==> src/rtl/osm_consts.vh <==
// Purpose: Shared constants of the OR, shift, copy and indirect-load slice
// Assumes: APB register map, byte addresses in the low eight address bits
// Notes:   Included by every design file of the block
`ifndef OSM_CONSTS_VH
`define OSM_CONSTS_VH

// Register byte offsets
`define OSM_REG_CMD      8'h00
`define OSM_REG_ACC      8'h04
`define OSM_REG_FLAGS    8'h08
`define OSM_REG_PTR0     8'h0c
`define OSM_REG_PTR1     8'h10
`define OSM_REG_BANK     8'h14
`define OSM_REG_STAT     8'h18
`define OSM_REG_RESULT   8'h1c
`define OSM_REG_LASTEA   8'h20

// Instruction word fields in the command register
`define OSM_CMD_OP_MSB   2
`define OSM_CMD_OP_LSB   0
`define OSM_CMD_DEST     3
`define OSM_CMD_PSEL     4
`define OSM_CMD_REL      5
`define OSM_CMD_MODE_MSB 7
`define OSM_CMD_MODE_LSB 6
`define OSM_CMD_OFS_MSB  13
`define OSM_CMD_OFS_LSB  8
`define OSM_CMD_IDX_MSB  22
`define OSM_CMD_IDX_LSB  16

// Operation codes
`define OSM_OP_OR        3'h0
`define OSM_OP_SHL       3'h1
`define OSM_OP_SHR       3'h2
`define OSM_OP_COPY      3'h3
`define OSM_OP_LDI       3'h4

// Pointer update codes
`define OSM_MODE_PREINC  2'h0
`define OSM_MODE_PREDEC  2'h1
`define OSM_MODE_POSTINC 2'h2
`define OSM_MODE_POSTDEC 2'h3

// Flag and status bit positions
`define OSM_FLAG_C       0
`define OSM_FLAG_Z       2
`define OSM_STAT_BUSY    0
`define OSM_STAT_DONE    1
`define OSM_STAT_REFUSED 2

// Indirect window file indices
`define OSM_WIN0_IDX     7'h00
`define OSM_WIN1_IDX     7'h01

// Reset values
`define OSM_RST_ACC      8'h00
`define OSM_RST_PTR      16'h0000
`define OSM_RST_BANK     5'h00

`endif

==> src/rtl/osm_ea_calc.v <==
// Purpose: Effective address and next pointer for one indirect access
// Assumes: Purely combinational, pointer arithmetic is 16-bit
// Notes:   Carries no flag out; pointer stepping never touches status
`timescale 1ns/10ps
`include "osm_consts.vh"

module osm_ea_calc #(
  parameter PW = 16
) (
  input  wire [PW-1:0] ptr,
  input  wire [1:0]    mode,
  input  wire          relative,
  input  wire [5:0]    offset,
  output reg  [PW-1:0] ea,
  output reg  [PW-1:0] ptr_new
);

  wire [PW-1:0] one_w  = {{(PW-1){1'b0}}, 1'b1};
  wire [PW-1:0] sext_w = {{(PW-6){offset[5]}}, offset};
  // Carry out dropped on purpose: wrap around the pointer range
  wire [PW:0]   inc_w  = {1'b0, ptr} + {1'b0, one_w};
  wire [PW:0]   dec_w  = {1'b0, ptr} - {1'b0, one_w};
  wire [PW:0]   rel_w  = {1'b0, ptr} + {1'b0, sext_w};

  always @* begin
    ea      = ptr;
    ptr_new = ptr;
    if (relative) begin
      ea      = rel_w[PW-1:0];
      ptr_new = ptr;
    end else begin
      case (mode)
        `OSM_MODE_PREINC: begin
          ea      = inc_w[PW-1:0];
          ptr_new = inc_w[PW-1:0];
        end
        `OSM_MODE_PREDEC: begin
          ea      = dec_w[PW-1:0];
          ptr_new = dec_w[PW-1:0];
        end
        `OSM_MODE_POSTINC: begin
          ea      = ptr;
          ptr_new = inc_w[PW-1:0];
        end
        `OSM_MODE_POSTDEC: begin
          ea      = ptr;
          ptr_new = dec_w[PW-1:0];
        end
        default: begin
          ea      = ptr;
          ptr_new = ptr;
        end
      endcase
    end
  end

endmodule

==> src/rtl/osm_exec.v <==
// Purpose: Executes OR, shifts, copy and indirect load for one core slice
// Assumes: APB slave for control, req/ack data memory port on the far side
// Notes:   One command in flight; commands while busy are refused
//
// Chosen here: the address map and the APB slave port.
`timescale 1ns/10ps
`include "osm_consts.vh"

module osm_exec #(
  parameter AW = 12
) (
  input  wire          mclk,
  input  wire          sys_rst,
  input  wire          psel,
  input  wire          penable,
  input  wire          pwrite,
  input  wire [AW-1:0] paddr,
  input  wire [31:0]   pwdata,
  output wire [31:0]   prdata,
  output wire          pready,
  output wire          pslverr,
  output wire          mem_req,
  output wire          mem_we,
  output wire [15:0]   mem_addr,
  output wire [7:0]    mem_wdata,
  input  wire [7:0]    mem_rdata,
  input  wire          mem_ack
);

  localparam ST_IDLE = 2'h0;
  localparam ST_READ = 2'h1;
  localparam ST_WRIT = 2'h2;

  ////////////////////////////////////////////////////////////////////////////
  // State

  reg  [1:0]  state_reg;
  reg  [7:0]  acc_reg;
  reg         flag_c_reg;
  reg         flag_z_reg;
  reg  [15:0] ptr0_reg;
  reg  [15:0] ptr1_reg;
  reg  [4:0]  bank_reg;
  reg         done_reg;
  reg         refused_reg;
  reg  [7:0]  result_reg;
  reg  [31:0] cmd_reg;
  reg  [2:0]  op_reg;
  reg         dest_reg;
  reg         psel_reg;
  reg  [15:0] ptr_new_reg;
  reg         mem_req_reg;
  reg         mem_we_reg;
  reg  [15:0] mem_addr_reg;
  reg  [7:0]  mem_wdata_reg;
  reg  [31:0] prdata_reg;
  reg  [31:0] rd_mux;
  reg         addr_ok;
  reg  [7:0]  res_next;
  reg         carry_next;
  reg         carry_upd;
  reg  [15:0] launch_addr;

  wire        busy      = (state_reg != ST_IDLE);
  wire [7:0]  reg_addr  = paddr[7:0];
  wire        hi_zero   = (paddr[AW-1:8] == {(AW-8){1'b0}});
  wire        apb_setup = psel & ~penable;
  wire        apb_acc   = psel & penable;
  wire        apb_wr    = apb_acc & pwrite;

  wire [2:0]  c_op   = pwdata[`OSM_CMD_OP_MSB:`OSM_CMD_OP_LSB];
  wire        c_dest = pwdata[`OSM_CMD_DEST];
  wire        c_psel = pwdata[`OSM_CMD_PSEL];
  wire        c_rel  = pwdata[`OSM_CMD_REL];
  wire [1:0]  c_mode = pwdata[`OSM_CMD_MODE_MSB:`OSM_CMD_MODE_LSB];
  wire [5:0]  c_ofs  = pwdata[`OSM_CMD_OFS_MSB:`OSM_CMD_OFS_LSB];
  wire [6:0]  c_idx  = pwdata[`OSM_CMD_IDX_MSB:`OSM_CMD_IDX_LSB];
  wire        c_legal = (c_op <= `OSM_OP_LDI);

  // Writes that would race the running command are refused
  wire        sel_cmd  = hi_zero & (reg_addr == `OSM_REG_CMD);
  wire        sel_stat = hi_zero & (reg_addr == `OSM_REG_STAT);
  wire        wr_block = busy & ~sel_stat;
  wire        cmd_go   = apb_wr & sel_cmd & ~busy & c_legal;
  wire        cmd_bad  = apb_wr & sel_cmd & ~(~busy & c_legal);
  wire        wr_ok    = apb_wr & addr_ok & ~wr_block;
  wire        rd_done  = (state_reg == ST_READ) & mem_ack;
  wire        wr_done  = (state_reg == ST_WRIT) & mem_ack;
  wire        finish   = (rd_done & ~(dest_reg & (op_reg != `OSM_OP_LDI)))
                         | wr_done;

  wire [15:0] sel_ptr  = c_psel ? ptr1_reg : ptr0_reg;
  wire [15:0] ea_w;
  wire [15:0] ptr_new_w;

  osm_ea_calc #(
    .PW       (16)
  ) u_ea (
    .ptr      (sel_ptr),
    .mode     (c_mode),
    .relative (c_rel),
    .offset   (c_ofs),
    .ea       (ea_w),
    .ptr_new  (ptr_new_w)
  );

  ////////////////////////////////////////////////////////////////////////////
  // Address of the access at launch

  always @* begin
    launch_addr = {4'h0, bank_reg, c_idx};
    if (c_op == `OSM_OP_LDI) begin
      launch_addr = ea_w;
    end else if (c_idx == `OSM_WIN0_IDX) begin
      launch_addr = ptr0_reg;
    end else if (c_idx == `OSM_WIN1_IDX) begin
      launch_addr = ptr1_reg;
    end
  end

  ////////////////////////////////////////////////////////////////////////////
  // Datapath on the operand returned by memory

  always @* begin
    res_next   = mem_rdata;
    carry_next = flag_c_reg;
    carry_upd  = 1'b0;
    case (op_reg)
      `OSM_OP_OR: begin
        res_next = acc_reg | mem_rdata;
      end
      `OSM_OP_SHL: begin
        res_next   = {mem_rdata[6:0], 1'b0};
        carry_next = mem_rdata[7];
        carry_upd  = 1'b1;
      end
      `OSM_OP_SHR: begin
        res_next   = {1'b0, mem_rdata[7:1]};
        carry_next = mem_rdata[0];
        carry_upd  = 1'b1;
      end
      `OSM_OP_COPY: begin
        res_next = mem_rdata;
      end
      `OSM_OP_LDI: begin
        res_next = mem_rdata;
      end
      default: begin
        res_next = mem_rdata;
      end
    endcase
  end

  ////////////////////////////////////////////////////////////////////////////
  // Sequencer: read operand, optional write-back

  always @(posedge mclk or posedge sys_rst) begin
    if (sys_rst) begin
      state_reg     <= ST_IDLE;
      op_reg        <= `OSM_OP_OR;
      dest_reg      <= 1'b0;
      psel_reg      <= 1'b0;
      ptr_new_reg   <= `OSM_RST_PTR;
      mem_req_reg   <= 1'b0;
      mem_we_reg    <= 1'b0;
      mem_addr_reg  <= 16'h0000;
      mem_wdata_reg <= 8'h00;
      cmd_reg       <= 32'h00000000;
    end else begin
      case (state_reg)
        ST_IDLE: begin
          if (cmd_go) begin
            cmd_reg      <= pwdata;
            op_reg       <= c_op;
            dest_reg     <= c_dest;
            psel_reg     <= c_psel;
            ptr_new_reg  <= ptr_new_w;
            mem_addr_reg <= launch_addr;
            mem_we_reg   <= 1'b0;
            mem_req_reg  <= 1'b1;
            state_reg    <= ST_READ;
          end
        end
        ST_READ: begin
          if (mem_ack) begin
            if (dest_reg && (op_reg != `OSM_OP_LDI)) begin
              mem_wdata_reg <= res_next;
              mem_we_reg    <= 1'b1;
              state_reg     <= ST_WRIT;
            end else begin
              mem_req_reg <= 1'b0;
              state_reg   <= ST_IDLE;
            end
          end
        end
        ST_WRIT: begin
          if (mem_ack) begin
            mem_req_reg <= 1'b0;
            mem_we_reg  <= 1'b0;
            state_reg   <= ST_IDLE;
          end
        end
        default: begin
          mem_req_reg <= 1'b0;
          mem_we_reg  <= 1'b0;
          state_reg   <= ST_IDLE;
        end
      endcase
    end
  end

  ////////////////////////////////////////////////////////////////////////////
  // Architectural registers: software writes and command results

  always @(posedge mclk or posedge sys_rst) begin
    if (sys_rst) begin
      acc_reg    <= `OSM_RST_ACC;
      flag_c_reg <= 1'b0;
      flag_z_reg <= 1'b0;
      ptr0_reg   <= `OSM_RST_PTR;
      ptr1_reg   <= `OSM_RST_PTR;
      bank_reg   <= `OSM_RST_BANK;
      result_reg <= 8'h00;
    end else if (rd_done) begin
      result_reg <= res_next;
      flag_z_reg <= (res_next == 8'h00);
      if (carry_upd) begin
        flag_c_reg <= carry_next;
      end
      if ((op_reg == `OSM_OP_LDI) || !dest_reg) begin
        acc_reg <= res_next;
      end
      // Pointer step commits after the access and leaves flags alone
      if (op_reg == `OSM_OP_LDI) begin
        if (psel_reg) begin
          ptr1_reg <= ptr_new_reg;
        end else begin
          ptr0_reg <= ptr_new_reg;
        end
      end
    end else if (wr_ok) begin
      case (reg_addr)
        `OSM_REG_ACC: begin
          acc_reg <= pwdata[7:0];
        end
        `OSM_REG_FLAGS: begin
          flag_c_reg <= pwdata[`OSM_FLAG_C];
          flag_z_reg <= pwdata[`OSM_FLAG_Z];
        end
        `OSM_REG_PTR0: begin
          ptr0_reg <= pwdata[15:0];
        end
        `OSM_REG_PTR1: begin
          ptr1_reg <= pwdata[15:0];
        end
        `OSM_REG_BANK: begin
          bank_reg <= pwdata[4:0];
        end
        default: begin
          bank_reg <= bank_reg;
        end
      endcase
    end
  end

  ////////////////////////////////////////////////////////////////////////////
  // Sticky status; a new event wins over a same-cycle clear

  wire stat_clr = apb_wr & sel_stat;

  always @(posedge mclk or posedge sys_rst) begin
    if (sys_rst) begin
      done_reg    <= 1'b0;
      refused_reg <= 1'b0;
    end else begin
      if (finish) begin
        done_reg <= 1'b1;
      end else if (stat_clr && pwdata[`OSM_STAT_DONE]) begin
        done_reg <= 1'b0;
      end
      if (cmd_bad) begin
        refused_reg <= 1'b1;
      end else if (stat_clr && pwdata[`OSM_STAT_REFUSED]) begin
        refused_reg <= 1'b0;
      end
    end
  end

  ////////////////////////////////////////////////////////////////////////////
  // APB read path, captured in the setup cycle

  always @* begin
    rd_mux  = 32'h00000000;
    addr_ok = hi_zero;
    case (reg_addr)
      `OSM_REG_CMD:    rd_mux = cmd_reg;
      `OSM_REG_ACC:    rd_mux = {24'h000000, acc_reg};
      `OSM_REG_FLAGS:  rd_mux = {29'h00000000, flag_z_reg, 1'b0, flag_c_reg};
      `OSM_REG_PTR0:   rd_mux = {16'h0000, ptr0_reg};
      `OSM_REG_PTR1:   rd_mux = {16'h0000, ptr1_reg};
      `OSM_REG_BANK:   rd_mux = {27'h0000000, bank_reg};
      `OSM_REG_STAT:   rd_mux = {29'h00000000, refused_reg, done_reg, busy};
      `OSM_REG_RESULT: rd_mux = {24'h000000, result_reg};
      `OSM_REG_LASTEA: rd_mux = {16'h0000, mem_addr_reg};
      default: begin
        rd_mux  = 32'h00000000;
        addr_ok = 1'b0;
      end
    endcase
    if (!hi_zero) begin
      rd_mux = 32'h00000000;
    end
  end

  // Read data can be one cycle stale if a command finishes mid-transfer
  always @(posedge mclk or posedge sys_rst) begin
    if (sys_rst) begin
      prdata_reg <= 32'h00000000;
    end else if (apb_setup) begin
      prdata_reg <= rd_mux;
    end
  end

  wire rd_only = (reg_addr == `OSM_REG_RESULT) | (reg_addr == `OSM_REG_LASTEA);

  assign prdata    = prdata_reg;
  assign pready    = 1'b1;
  assign pslverr   = apb_acc & (~addr_ok | (pwrite & (wr_block | rd_only))
                     | cmd_bad);
  assign mem_req   = mem_req_reg;
  assign mem_we    = mem_we_reg;
  assign mem_addr  = mem_addr_reg;
  assign mem_wdata = mem_wdata_reg;

endmodule

==> config.mk <==
export PLATFORM = sky130hd
export DESIGN_NAME = osm_exec
export DESIGN_NICKNAME = d
export VERILOG_FILES = /design/src/rtl/osm_ea_calc.v /design/src/rtl/osm_exec.v
export VERILOG_INCLUDE_DIRS = /design/src /design/src/rtl
export SDC_FILE = /design/constraint.sdc
export NUM_CORES = 1
export LEC_CHECK = 0
export BUFFER_PORTS_ARGS = -buffer_cell sky130_fd_sc_hd__buf_2
export CAP_MARGIN = 15
export CORE_MARGIN = 5
export CORE_UTILIZATION = 35
export DETAILED_ROUTE_END_ITERATION = 8
export GPL_TIMING_DRIVEN = 0
export PLACE_DENSITY = 0.56
export SLEW_MARGIN = 0
export SYNTH_ARGS = -nofsm -noshare
export SYNTH_HDL_FRONTEND = slang
export SYNTH_SLANG_ARGS = --single-unit
==> constraint.sdc <==
create_clock -name mclk -period 17.4 [get_ports mclk]
set_input_delay 5.22 -clock mclk [delete_from_list [all_inputs] [get_ports mclk]]
set_output_delay 5.22 -clock mclk [all_outputs]
set_load 0.03 [all_outputs]
==> flow_summary.toml <==
[outcome]
outcome = "complete, no violations"

[grt]
grt_antenna_before_repair = 1
grt_pass1_wl_um = 56800
grt_use_total_pct = 23.8
grt_start_max_net_pins = 90
grt_pass1_vias = 9293
gr-total-overflow = 0

[routing]
avgViaCountPerCell = 5.88
firstDrtPassIters = 6
drt-initial-drc-count = 1053
ant_nets = 0
post_drt_wl_per_cell_um = 23.3
post-route-drc-count = 0
drt_wl_total_um = 36900
vias = 9331

[synth]
yosys-top-cells-count = "nand2_1, dfrtp_1, nor2_1, a21oi_1, o21ai_0"
ys_seq_area_share_pct = 42.8
ys_types = 72
synth_fp_nets = 1173
yosysMostFrequentCell = "nand2_1"
synthFlopType = "dfrtp_1"
async_flop_share_pct = 100
synth_top_area_share_pct = 42.8
synthTopCellsByArea = "dfrtp_1, nand2_1, mux2i_1"
synth_edf_count = 0
ys_ff_latch = 165
synth_largest_area_cell = "dfrtp_1"
synth_area_um2 = 9650
synthCells = 1097
syn_avg_cell_area_um2 = 8.80
yosys_warnings = 0

[power_and_ir_drop]
leakagePower_nw = 5.47
p_per_area_nw_per_um2 = 78.7
finalPower_w = 0.000888
ir_drop_mv = 0.0597

[sta]
hold_violations = 0
slew_violations = 0
finalSetupTns_ps = 0
worst_pin_slew_ps = 972
max_freq_mhz = 80.2
relSlewSlack_pct = 35.2
setup_viol = 0
period_share_pct = 71.7
min_period_ps = 12470
fin_skew_ps = 12.0
rsz0062_at_grt = "no"

[die]
die_h_um = 176
core_um2 = 27000
initial_core_util_pct = 35.7
ioPinCount = 118
row_count = 60
die_w_um = 176
die_area_um2 = 31000

[final_layout]
layout.cells.non_filler = 1586
syn_to_final_growth_pct = 16.9
final_core_util_pct = 41.7
fin_nets = 1308
antenna_cells = 0
drive_gt1_share_pct = 15.5
nFillCells = 2770

[clock_network]
post_cts_buffers = 0
clk_pin_slew_ps = 70
cts_sinks = 165
cts_tree = "yes"
htreeDepth = 4
clk_latency_ps = 440
cts_root_buf = "clkbuf_16"
ctsLongestPathBuffers = 2
cts_made_buffers = 17
ctsHoldBuffers = 0
ctsResizeCount = 0

[hold_path]
worst_hold_path.num_cells = 2
hold_class = "flip-flop to flip-flop"

[run]
cap_violations = 0

[placement]
place_inst = 1553
place.gp.congestion = 0.954
hpwl_um = 27600
io_buffers = 114

[setup_path]
worstSetupPathType = "primary input to primary output"
cp_max_fo = 9
cp.required_ps = 12180
setup.worst_path.end_class = "primary output"
startpoint_type = "primary input"
arrival_ps = 7250
ff2ff_path_depth = 12
final timing paths:
| kind | startpoint | end | slack, ps |
|---|---|---|---|
| max in group asynchronous | sys_rst | mem_addr[13]$_DFFE_PP0P_ | 11680 |
| worst max register to register | ptr1_reg[0]$_DFFE_PP0P_ | mem_addr[12]$_DFFE_PP0P_ | 13760 |
| worst min register to register | mem_we$_DFFE_PP0P_ | mem_we$_DFFE_PP0P_ | 470 |
| worst min-delay path | mem_we$_DFFE_PP0P_ | mem_we$_DFFE_PP0P_ | 470 |
| min in group asynchronous | sys_rst | mem_wdata[2]$_DFFE_PP0P_ | 4850 |
| worst max-delay path | paddr[1] | pslverr | 4930 |
report_power, final:
part | switching [W] | leakage (nW) | internal, W
logic | 0.0000662 | 2.92 | 0.0000349
clock network | 0.000174 | 0.291 | 0.000215
registers | 0.00000774 | 2.25 | 0.000390
critical path, cell delays in order:
cell and delay (ps):
buf_2 120, nor4_1 430, and3_1 210, buf_2 290, o21ai_0 340, o311a_1 450
buf_2 180
metal layers:
metal / track usage, % / routed length, um
met1: 33.3 / 16200
met2: 37.3 / 16500
met3: 4.50 / 3160
met4: 7.44 / 1060
met5: 0 / 13
logic make-up (layout without fill, tap and decap cells):
kind of cell             after synthesis  after routing  synth area share, %
buffers and inverters                103            251                 4.34
AND/OR/NAND/NOR                      401            401                 18.6
other                                  1              1               0.0388
AO/OA/AOI/OAI                        310            310                 21.8
multiplexers                          64             64                 6.84
flip-flops                           165            165                 42.8
XOR/XNOR                              35             35                 3.18
adder cells (fa/ha/maj)               18             18                 2.41
final cells by class:
cell class / instances / area, um2 / area share [%]
flip-flops and latches: 165 / 4130 / 36.6
multi-input cells: 829 / 5100 / 45.2
well taps: 341 / 427 / 3.78
clock inverters: 15 / 164 / 1.45
clock buffers: 17 / 425 / 3.77
inverters: 31 / 124 / 1.10
repair buffers: 116 / 606 / 5.37
plain buffers: 72 / 303 / 2.68
cells in the final DEF, fill, tap and decap left out, types with 9 or more instances in the layout:
cell type,n
mux2_2,16
a21oi_1,82
mux2i_1,48
nor2_1,106
a22o_1,38
ha_1,17
xnor2_1,32
dfrtp_1,165
clkbuf_16,17
a222oi_1,21
nand2b_1,9
inv_1,29
and3_1,9
o21ai_0,61
o211ai_1,10
nand3_1,25
nor4_1,9
nand2_1,186
nor3_1,21
a21o_1,10
a22oi_1,15
buf_2,128
clkbuf_1,48
stage by stage:
step / instance area (um2) / setup WS, ps / hold WS, ps
2_1_floorplan: 9650 / 5470 / 445
3_3_place_gp: 10700 / 4950 / 459
3_5_place_dp: 10700 / 4970 / 463
4_1_cts: 11300 / 4970 / 478
5_1_grt: 11300 / 4870 / 490
6_report: 11300 / 4930 / 471
(Power assumes the default switching activity.)
